--- config.mk ---
export PLATFORM = sky130hd
export DESIGN_NAME = tributary_overhead_control
export DESIGN_NICKNAME = d
export VERILOG_FILES = /design/src/logic/tributary_overhead_pkg.sv /design/src/logic/port_register_pair.sv /design/src/logic/port_overhead_unit.sv /design/src/logic/tributary_overhead_control.sv
export SDC_FILE = /design/constraint.sdc
export NUM_CORES = 1
export LEC_CHECK = 0
export ABC_AREA = 1
export BUFFER_PORTS_ARGS = -buffer_cell sky130_fd_sc_hd__buf_2
export CELL_PAD_IN_SITES_DETAIL_PLACEMENT = 0
export CELL_PAD_IN_SITES_GLOBAL_PLACEMENT = 1
export CORE_ASPECT_RATIO = 0.75
export CORE_MARGIN = 2
export CORE_UTILIZATION = 32
export DETAILED_ROUTE_END_ITERATION = 7
export GPL_ROUTABILITY_DRIVEN = 0
export PLACE_DENSITY = 0.8
export SYNTH_ARGS = -nofsm -noshare
export SYNTH_HDL_FRONTEND = slang
export SYNTH_SLANG_ARGS = --single-unit
--- constraint.sdc ---
create_clock -name clock -period 2.7 [get_ports clock]
set_clock_uncertainty 0.15 [all_clocks]
set_input_delay 0.27 -clock clock [delete_from_list [all_inputs] [get_ports clock]]
set_output_delay 0.27 -clock clock [all_outputs]
set_load 0.02 [all_outputs]
--- src/logic/tributary_overhead_pkg.sv ---
// Purpose: Constants and types for the tributary overhead control block.
// Assumes: Registers sit on a 32-bit APB; the byte address is four times the register index.
// Notes: Frame and multiframe timing arrive as strobes from the add and drop bus timing logic.
package tributary_overhead_pkg;

	localparam int NUM_PORTS   = 4;
	localparam int ADDR_WIDTH  = 12;
	localparam int DATA_WIDTH  = 32;
	localparam int REG_WIDTH   = 8;
	localparam int INDEX_WIDTH = 10;
	localparam int K4_WIDTH    = 3;

	// Register indexes; byte address is index times four.
	localparam logic [INDEX_WIDTH-1:0] TC_CTRL_INDEX [NUM_PORTS] =
		'{10'h051, 10'h081, 10'h0b1, 10'h0e1};
	localparam logic [INDEX_WIDTH-1:0] RESET_FORCE_INDEX [NUM_PORTS] =
		'{10'h052, 10'h082, 10'h0b2, 10'h0e2};
	localparam logic [INDEX_WIDTH-1:0] QUALIFIER_INDEX = 10'h040;
	localparam logic [INDEX_WIDTH-1:0] STATUS_INDEX    = 10'h041;

	// Control register fields.
	localparam int CTRL_RDIC_BIT       = 0;
	localparam int CTRL_LINE_AIS_BIT   = 1;
	localparam int CTRL_ODI_ENABLE_BIT = 2;
	localparam int CTRL_TANDEM_BIT     = 4;
	localparam int CTRL_FORCE_ODI_BIT  = 6;
	localparam logic [REG_WIDTH-1:0] CTRL_RESET_VALUE = 8'h00;

	// Reset and force register fields.
	localparam int FORCE_BIP_BIT      = 1;
	localparam int COUNTER_RESET_BIT  = 6;
	localparam int SELECT_RESET_BIT   = 7;

	// Qualifier register fields.
	localparam int QUAL_UPSTREAM_AIS_BIT = 0;
	localparam int QUAL_MF_ERROR_BIT     = 1;
	localparam int QUAL_UNEQUIPPED_BIT   = 2;
	localparam int QUAL_TRACE_BIT        = 3;
	localparam logic [REG_WIDTH-1:0] QUAL_RESET_VALUE = 8'h00;

	// K4 bits 5, 6 and 7 while a connectivity defect is sent.
	localparam logic [K4_WIDTH-1:0] K4_RDIC_PATTERN = 3'h6;

	// Selective reset sequencer states.
	typedef enum logic [1:0] {
		PHASE_IDLE  = 2'h1,
		PHASE_CLEAR = 2'h2
	} reset_phase_t;

endpackage

--- src/logic/port_register_pair.sv ---
// Purpose: Holds one port's control register and its self-clearing reset and force register.
// Assumes: Write strobes are single-cycle pulses from the APB access phase.
// Notes: A write of one always wins over a self-clear in the same cycle.
module port_register_pair
	import tributary_overhead_pkg::*;
(
	// Clock and reset.
	input  wire logic                 clock,
	input  wire logic                 reset,
	// Register writes.
	input  wire logic                 ctrl_write,
	input  wire logic                 force_write,
	input  wire logic [REG_WIDTH-1:0] write_byte,
	// Transmit timing.
	input  wire logic                 v5_tx_slot,
	// Register contents and reset pulses.
	output logic      [REG_WIDTH-1:0] ctrl_value,
	output logic      [REG_WIDTH-1:0] force_value,
	output logic                      alarm_clear,
	output logic                      counter_clear
);

	reset_phase_t phase;
	reset_phase_t next_phase;
	logic         port_selective_reset;
	logic         port_counter_reset;
	logic         force_parity_pair_error;
	logic         next_selective;
	logic         next_counter;
	logic         next_parity;
	logic         clearing;

	// Reset bits enter a one-cycle clear phase, then drop unless written again.
	assign clearing       = (phase == PHASE_CLEAR);
	assign next_phase     = (!clearing && (port_selective_reset || port_counter_reset))
		? PHASE_CLEAR : PHASE_IDLE;
	assign next_selective = (force_write && write_byte[SELECT_RESET_BIT])
		|| (port_selective_reset && !clearing);
	assign next_counter   = (force_write && write_byte[COUNTER_RESET_BIT])
		|| (port_counter_reset && !clearing);
	assign next_parity    = (force_write && write_byte[FORCE_BIP_BIT])
		|| (force_parity_pair_error && !v5_tx_slot);

	// Selective reset clears alarms and FIFOs; both resets clear counters.
	assign alarm_clear   = clearing && port_selective_reset;
	assign counter_clear = clearing && (port_selective_reset || port_counter_reset);

	// Unused bits read as zero whatever was written.
	always_comb
	begin
		force_value                    = '0;
		force_value[SELECT_RESET_BIT]  = port_selective_reset;
		force_value[COUNTER_RESET_BIT] = port_counter_reset;
		force_value[FORCE_BIP_BIT]     = force_parity_pair_error;
	end

	// Control bits survive the selective reset.
	always_ff @(posedge clock or posedge reset)
	begin
		if (reset)
		begin
			phase                   <= PHASE_IDLE;
			ctrl_value              <= CTRL_RESET_VALUE;
			port_selective_reset    <= 1'b0;
			port_counter_reset      <= 1'b0;
			force_parity_pair_error <= 1'b0;
		end
		else
		begin
			phase                   <= next_phase;
			if (ctrl_write)
				ctrl_value <= write_byte;
			port_selective_reset    <= next_selective;
			port_counter_reset      <= next_counter;
			force_parity_pair_error <= next_parity;
		end
	end

endmodule // port_register_pair

--- src/logic/port_overhead_unit.sv ---
// Purpose: Per-port ODI latch, receive line AIS and RDIC insertion values.
// Assumes: Strobes are one cycle wide and synchronous to clock.
// Notes: All outputs come from flip-flops.
module port_overhead_unit
	import tributary_overhead_pkg::*;
(
	// Clock and reset.
	input  wire logic                clock,
	input  wire logic                reset,
	// Port control.
	input  wire logic                tandem_feature_enable,
	input  wire logic                tc_outgoing_defect_enable,
	input  wire logic                force_outgoing_defect,
	input  wire logic                tc_line_ais_enable,
	input  wire logic                tx_connectivity_defect_send,
	input  wire logic                alarm_clear,
	// Qualified alarms and timing.
	input  wire logic                odi_alarm,
	input  wire logic                rx_tc_alarm,
	input  wire logic                multiframe_strobe,
	input  wire logic                odi_frame_slot,
	// Overhead values.
	output logic                     outgoing_defect_bit,
	output logic                     rx_line_ais,
	output logic                     v5_rdi_bit,
	output logic      [K4_WIDTH-1:0] k4_rdic_bits
);

	logic odi_sample;
	logic odi_set;
	logic odi_hold;
	logic next_odi;

	// Force needs only the tandem enable; alarms also need the outgoing defect enable.
	assign odi_sample = tandem_feature_enable && (force_outgoing_defect
		|| (tc_outgoing_defect_enable && odi_alarm));
	assign odi_set    = multiframe_strobe && odi_sample;
	assign odi_hold   = outgoing_defect_bit && !(odi_frame_slot && !odi_sample);
	assign next_odi   = tandem_feature_enable && !alarm_clear && (odi_set || odi_hold);

	// ODI latch, receive line AIS and insertion values for the add bus.
	always_ff @(posedge clock or posedge reset)
	begin
		if (reset)
		begin
			outgoing_defect_bit <= 1'b0;
			rx_line_ais         <= 1'b0;
			v5_rdi_bit          <= 1'b0;
			k4_rdic_bits        <= '0;
		end
		else
		begin
			outgoing_defect_bit <= next_odi;
			rx_line_ais         <= tandem_feature_enable && tc_line_ais_enable
				&& rx_tc_alarm && !alarm_clear;
			v5_rdi_bit          <= tx_connectivity_defect_send;
			k4_rdic_bits        <= tx_connectivity_defect_send ? K4_RDIC_PATTERN : '0;
		end
	end

endmodule // port_overhead_unit

--- src/logic/tributary_overhead_control.sv ---
// Purpose: Four-port tandem connection and overhead control with an APB register slave.
// Assumes: Alarm inputs are levels from the drop bus detectors, one bit per port.
// Notes: APB answers with no wait states; read data is captured in the setup cycle.
//
// Our own choice: the APB interface to the registers.
module tributary_overhead_control
	import tributary_overhead_pkg::*;
(
	// Clock and reset.
	input  wire logic                  clock,
	input  wire logic                  reset,
	// APB slave.
	input  wire logic                  psel,
	input  wire logic                  penable,
	input  wire logic                  pwrite,
	input  wire logic [ADDR_WIDTH-1:0] paddr,
	input  wire logic [DATA_WIDTH-1:0] pwdata,
	input  wire logic [3:0]            pstrb,
	output logic      [DATA_WIDTH-1:0] prdata,
	output logic                       pready,
	output logic                       pslverr,
	// Frame timing per port.
	input  wire logic [NUM_PORTS-1:0]  multiframe_strobe,
	input  wire logic [NUM_PORTS-1:0]  odi_frame_slot,
	input  wire logic [NUM_PORTS-1:0]  v5_tx_slot,
	// Drop bus A alarms.
	input  wire logic [NUM_PORTS-1:0]  drop_a_pointer_loss,
	input  wire logic [NUM_PORTS-1:0]  drop_a_tu_ais,
	input  wire logic [NUM_PORTS-1:0]  drop_a_label_mismatch,
	input  wire logic [NUM_PORTS-1:0]  drop_a_tc_unequipped,
	input  wire logic [NUM_PORTS-1:0]  drop_a_tc_ais,
	input  wire logic [NUM_PORTS-1:0]  drop_a_tc_trace_lock_loss,
	input  wire logic [NUM_PORTS-1:0]  drop_a_tc_multiframe_loss,
	input  wire logic [NUM_PORTS-1:0]  drop_a_bus_ais,
	input  wire logic [NUM_PORTS-1:0]  drop_a_multiframe_error,
	input  wire logic [NUM_PORTS-1:0]  drop_a_unequipped,
	input  wire logic [NUM_PORTS-1:0]  drop_a_trace_alarm,
	// Drop bus B alarms.
	input  wire logic [NUM_PORTS-1:0]  drop_b_pointer_loss,
	input  wire logic [NUM_PORTS-1:0]  drop_b_tu_ais,
	input  wire logic [NUM_PORTS-1:0]  drop_b_label_mismatch,
	input  wire logic [NUM_PORTS-1:0]  drop_b_tc_unequipped,
	input  wire logic [NUM_PORTS-1:0]  drop_b_tc_ais,
	input  wire logic [NUM_PORTS-1:0]  drop_b_tc_trace_lock_loss,
	input  wire logic [NUM_PORTS-1:0]  drop_b_tc_multiframe_loss,
	input  wire logic [NUM_PORTS-1:0]  drop_b_bus_ais,
	input  wire logic [NUM_PORTS-1:0]  drop_b_multiframe_error,
	input  wire logic [NUM_PORTS-1:0]  drop_b_unequipped,
	input  wire logic [NUM_PORTS-1:0]  drop_b_trace_alarm,
	// Add bus overhead values.
	output logic      [NUM_PORTS-1:0]  outgoing_defect_bit,
	output logic      [NUM_PORTS-1:0]  v5_rdi_bit,
	output logic [K4_WIDTH*NUM_PORTS-1:0] k4_rdic_bits,
	output logic      [NUM_PORTS-1:0]  bip2_invert,
	// Receive line and port maintenance.
	output logic      [NUM_PORTS-1:0]  rx_line_ais,
	output logic      [NUM_PORTS-1:0]  port_alarm_clear,
	output logic      [NUM_PORTS-1:0]  port_counter_clear,
	output logic      [NUM_PORTS-1:0]  port_fifo_init
);

	logic [INDEX_WIDTH-1:0] reg_index;
	logic                   setup_phase;
	logic                   write_access;
	logic                   low_lane;
	logic [NUM_PORTS-1:0]   ctrl_hit;
	logic [NUM_PORTS-1:0]   force_hit;
	logic                   qualifier_hit;
	logic                   status_hit;
	logic                   mapped;
	logic [REG_WIDTH-1:0]   write_byte;
	logic [REG_WIDTH-1:0]   read_byte;
	logic [REG_WIDTH-1:0]   status_value;
	logic [REG_WIDTH-1:0]   qualifier;
	logic [REG_WIDTH-1:0]   ctrl_value [NUM_PORTS];
	logic [REG_WIDTH-1:0]   force_value [NUM_PORTS];
	logic [NUM_PORTS-1:0]   alarm_clear;
	logic [NUM_PORTS-1:0]   odi_alarm;
	logic [NUM_PORTS-1:0]   rx_tc_alarm;
	logic [NUM_PORTS-1:0]   always_counted;
	logic [NUM_PORTS-1:0]   qualified_counted;
	logic                   upstream_ais_qualifier;
	logic                   multiframe_error_select;
	logic                   unequipped_qualifier;
	logic                   trace_alarm_enable;

	// APB phase and address decode.
	assign reg_index     = paddr[ADDR_WIDTH-1:2];
	assign setup_phase   = psel && !penable;
	assign write_access  = psel && penable && pwrite;
	assign low_lane      = pstrb[0];
	assign write_byte    = pwdata[REG_WIDTH-1:0];
	assign qualifier_hit = (reg_index == QUALIFIER_INDEX);
	assign status_hit    = (reg_index == STATUS_INDEX);
	assign mapped        = (|ctrl_hit) || (|force_hit) || qualifier_hit || status_hit;
	assign pready        = 1'b1;

	// Qualifier fields shared by all ports.
	assign upstream_ais_qualifier  = qualifier[QUAL_UPSTREAM_AIS_BIT];
	assign multiframe_error_select = qualifier[QUAL_MF_ERROR_BIT];
	assign unequipped_qualifier    = qualifier[QUAL_UNEQUIPPED_BIT];
	assign trace_alarm_enable      = qualifier[QUAL_TRACE_BIT];

	// Receive TC alarms from either drop bus.
	assign rx_tc_alarm = drop_a_tc_unequipped | drop_b_tc_unequipped
		| drop_a_tc_ais | drop_b_tc_ais
		| drop_a_tc_trace_lock_loss | drop_b_tc_trace_lock_loss
		| drop_a_tc_multiframe_loss | drop_b_tc_multiframe_loss;

	// Alarms that always feed the outgoing defect indication.
	assign always_counted = drop_a_pointer_loss | drop_b_pointer_loss
		| drop_a_tu_ais | drop_b_tu_ais
		| drop_a_label_mismatch | drop_b_label_mismatch
		| rx_tc_alarm;

	// Alarms that count only with their qualifier.
	assign qualified_counted =
		({NUM_PORTS{upstream_ais_qualifier}} & (drop_a_bus_ais | drop_b_bus_ais))
		| ({NUM_PORTS{multiframe_error_select}}
			& (drop_a_multiframe_error | drop_b_multiframe_error))
		| ({NUM_PORTS{unequipped_qualifier}} & (drop_a_unequipped | drop_b_unequipped))
		| ({NUM_PORTS{trace_alarm_enable}} & (drop_a_trace_alarm | drop_b_trace_alarm));

	assign odi_alarm = always_counted | qualified_counted;

	// Status shows pending ODI requests and active line AIS.
	assign status_value = {rx_line_ais, outgoing_defect_bit};

	// Per-port registers and overhead logic.
	genvar p;
	generate
		for (p = 0; p < NUM_PORTS; p++)
		begin : g_port
			logic ctrl_write;
			logic force_write;

			assign ctrl_hit[p]  = (reg_index == TC_CTRL_INDEX[p]);
			assign force_hit[p] = (reg_index == RESET_FORCE_INDEX[p]);
			assign ctrl_write   = write_access && low_lane && ctrl_hit[p];
			assign force_write  = write_access && low_lane && force_hit[p];

			// Self-clearing bits and the reset sequencer.
			port_register_pair u_regs (
				.clock         (clock),
				.reset         (reset),
				.ctrl_write    (ctrl_write),
				.force_write   (force_write),
				.write_byte    (write_byte),
				.v5_tx_slot    (v5_tx_slot[p]),
				.ctrl_value    (ctrl_value[p]),
				.force_value   (force_value[p]),
				.alarm_clear   (alarm_clear[p]),
				.counter_clear (port_counter_clear[p])
			);

			// ODI latch, line AIS and RDIC values.
			port_overhead_unit u_overhead (
				.clock                       (clock),
				.reset                       (reset),
				.tandem_feature_enable       (ctrl_value[p][CTRL_TANDEM_BIT]),
				.tc_outgoing_defect_enable   (ctrl_value[p][CTRL_ODI_ENABLE_BIT]),
				.force_outgoing_defect       (ctrl_value[p][CTRL_FORCE_ODI_BIT]),
				.tc_line_ais_enable          (ctrl_value[p][CTRL_LINE_AIS_BIT]),
				.tx_connectivity_defect_send (ctrl_value[p][CTRL_RDIC_BIT]),
				.alarm_clear                 (alarm_clear[p]),
				.odi_alarm                   (odi_alarm[p]),
				.rx_tc_alarm                 (rx_tc_alarm[p]),
				.multiframe_strobe           (multiframe_strobe[p]),
				.odi_frame_slot              (odi_frame_slot[p]),
				.outgoing_defect_bit         (outgoing_defect_bit[p]),
				.rx_line_ais                 (rx_line_ais[p]),
				.v5_rdi_bit                  (v5_rdi_bit[p]),
				.k4_rdic_bits                (k4_rdic_bits[p*K4_WIDTH +: K4_WIDTH])
			);

			// Maintenance pulses and parity inversion level.
			assign port_alarm_clear[p] = alarm_clear[p];
			assign port_fifo_init[p]   = alarm_clear[p];
			assign bip2_invert[p]      = force_value[p][FORCE_BIP_BIT];
		end
	endgenerate

	// Read data selection across all mapped registers.
	always_comb
	begin
		read_byte = '0;
		for (int i = 0; i < NUM_PORTS; i++)
		begin
			if (ctrl_hit[i])
				read_byte = read_byte | ctrl_value[i];
			if (force_hit[i])
				read_byte = read_byte | force_value[i];
		end
		if (qualifier_hit)
			read_byte = read_byte | qualifier;
		if (status_hit)
			read_byte = read_byte | status_value;
	end

	// Shared qualifier register.
	always_ff @(posedge clock or posedge reset)
	begin
		if (reset)
			qualifier <= QUAL_RESET_VALUE;
		else if (write_access && low_lane && qualifier_hit)
			qualifier <= write_byte;
	end

	// Read data and error are captured in setup and held through access.
	always_ff @(posedge clock or posedge reset)
	begin
		if (reset)
		begin
			prdata  <= '0;
			pslverr <= 1'b0;
		end
		else if (setup_phase)
		begin
			prdata  <= {{(DATA_WIDTH-REG_WIDTH){1'b0}}, read_byte};
			pslverr <= !mapped;
		end
	end

endmodule // tributary_overhead_control

==> run metrics <==
crit path capture type output pin; Setup crit start kind flip-flop; Yosys cell types 28; global-route wire length before repair slightly above 20 mm; fin crit share 0.685; RSZ-0062 raised after global routing false; clock latency on the worst-skew pair between 0.3 and 0.4 ns; top cells by area, synth dfrtp_1 (42%), buf_4 (11%), nand2_1 (10%); Max IR drop VDD between 0.2 and 0.3 mV; post-synth top area share 0.416; power per cell area 477 mW/mm2; placed insts 930; largest net degree at the start of global routing 44; DR vias/cell 4.45; layout cells sized above 1 0.310; Total GRT Usage 0.176; First-pass DRT Iterations 5; Post-DP HPWL ~11 mm; dpl ws around 0.8 ns; Layout fillers 1501; Hold Crit Class primary input to flip-flop; max_cap viols 0; Post-Route WL 13.3 mm; Initial Util 0.324; vias in the first global route between 3000 and 4000; Area Overhead vs Synth 21.8%; Slew HR 0.556; Port-buffer cells 168; DR WL/cell 14.0 um; status finished, final reports clean; Pins Over Slew Limit 0; H-tree depth 3; Final min period 1.85 ns; Worst-path clk slew 0.06 ns; TritonCTS clock tree built; DRC Markers 0; DIE WIDTH 143 um; I/O Pins 227; Post-Syn Instances 606; arrival time at the worst endpoint 1.43 ns; Routed Antenna Nets 0; biggest area consumer among synthesized cells dfrtp_1; final worst slack approximately 0.85 ns; clock root buffer clkbuf_16; post-cts resize count 0; final instance area 0.00564 mm2; WHS about 0.058 ns; Max Buffers Root-to-Sink 2; antenna fix cells 0; Critical Path RT 2.28 ns; Finished Layout Cells 951; Detailed Route Iter0 Violations around 250; core area 0.0143 mm2; number of synthesis warnings 0; num rows 38; final net count 899; leak pwr 0.00289 uW; Least-Margin Pin Slew 0.665 ns; initial antenna violation count 0; fmax 541 MHz; cell area after placement about 0.0053 mm2; register area share after synthesis 0.439; via count between 4000 and 5000; total global routing overflow 0; TritonCTS Buffers 9; TritonCTS Sinks 81; die height 108 um; Hold Fails Final Rpt 0; register bit total from synthesis 81; Avg Inst Size Synth 7.64 um2; setup TNS 0 ns; die area roughly 0.015 mm2; Final setup viols 0; Synth Cell Area 0.00463 mm2; crit path kind flip-flop to output pin; Max FO, Critical Path 4; setup bufs post-CTS 0
synth_stat cells, drive strengths merged:
cell and number:
nand3 47, nor2 97, buf 75, nor3 6
inv 56, or2 3, a21oi 14, o21bai 1
o22ai 6, and2 1, nand4 8, dfrtp 77
o21ai 70, nor3b 1, conb 2, dfstp 4
o211ai 3, nand2 135
final cells by class:
class,instances,area (um2),share of cell area
clock inverter,7,55.1,0.00976
clock buffer,9,225,0.0399
multi-input combinational,421,1930,0.343
sequential,81,2030,0.360
timing repair buffer,177,933,0.165
tap,200,250,0.0444
inverter,56,211,0.0375
cell usage in the layout, fill, tap and decap left out, types with 4 or more instances in the layout:
cell | Yosys | routed
a21oi_1 | 14 | 14
buf_2 | 7 | 168
clkbuf_16 | 0 | 9
conb_1 | 2 | 29
dfrtp_1 | 77 | 77
dfstp_2 | 4 | 4
dlygate4sd3_1 | 0 | 5
inv_1 | 47 | 46
inv_2 | 9 | 9
nand2_1 | 128 | 128
nand2_2 | 6 | 6
nand3_1 | 46 | 46
nand4_1 | 8 | 8
nor2_1 | 85 | 85
nor2_2 | 6 | 6
nor2_4 | 6 | 6
nor3_1 | 6 | 6
o21ai_0 | 27 | 27
o21ai_1 | 35 | 35
o21ai_2 | 8 | 8
o22ai_1 | 6 | 6
registers in the layout, summed over array words and instances (netlist names):
register                               cells
prdata                                     8
qualifier                                  8
g_port.u_regs.force_parity_pair_error      4
g_port.u_regs.ctrl_value                  32
g_port.u_regs.port_selective_reset         4
g_port.u_overhead.k4_rdic_bits             4
g_port.u_regs.port_counter_reset           4
g_port.u_overhead.outgoing_defect_bit      4
g_port.u_overhead.rx_line_ais              4
g_port.u_regs.phase                        8
pslverr                                    1
per-stage QoR:
stage,utilization,power [uW]
2_1_floorplan,-,1450
3_3_place_gp,0.371,1560
3_5_place_dp,0.371,1560
4_1_cts,0.394,2730
5_1_grt,0.394,2820
6_report,0.394,2690
worst max-delay path, stage by stage, from the launching register on:
cell	delay, ns
dfstp_2	0.36
nor2_1	0.21
inv_1	0.10
a21oi_1	0.20
buf_2	0.21
per-layer routing:
layer  wire length (um)  vias to the layer above  track usage
met5                  0                        -            0
met4                 58                        0       0.0255
met3                975                        8       0.0523
met2               5710                      186        0.275
met1               6550                     1890        0.246
li1                   -                     2148            -
power breakdown:
part           internal [uW]  switching [uW]
Sequential              1230            9.97
Clock                    630             520
Combinational            112             188
final timing paths:
kind | startpoint | endpoint | slack [ns] | depth (start not counted)
max | g_port[0].u_regs.phase[0] | port_counter_clear[0] | 0.85 | 4
min | penable | pslverr | 0.06 | 3
max reg2reg | qualifier[1] | g_port[3].u_overhead.outgoing_defect_bit | 1.21 | 4
min reg2reg | g_port[1].u_regs.ctrl_value[0] | g_port[1].u_overhead.k4_rdic_bits[1] | 0.26 | 0
max in group asynchronous | reset | g_port[0].u_regs.phase[0] | 1.28 | 4
min in group asynchronous | reset | g_port[3].u_overhead.k4_rdic_bits[1] | 0.40 | 3
cell families (layout without fill, tap and decap cells):
family | Yosys count | in the layout | share of synthesized area
buffers and inverters | 131 | 249 | 0.166
AO/OA/AOI/OAI | 94 | 94 | 0.112
other | 2 | 29 | 0.00162
AND/OR/NAND/NOR | 298 | 298 | 0.282
flip-flops | 81 | 81 | 0.439
timing repair:
action,CTS,global route
hold buffers,5,0
endpoints found under the setup margin,0,0
hold endpoints to repair,40,0
Note: power is estimated with default switching activity, not from simulation.
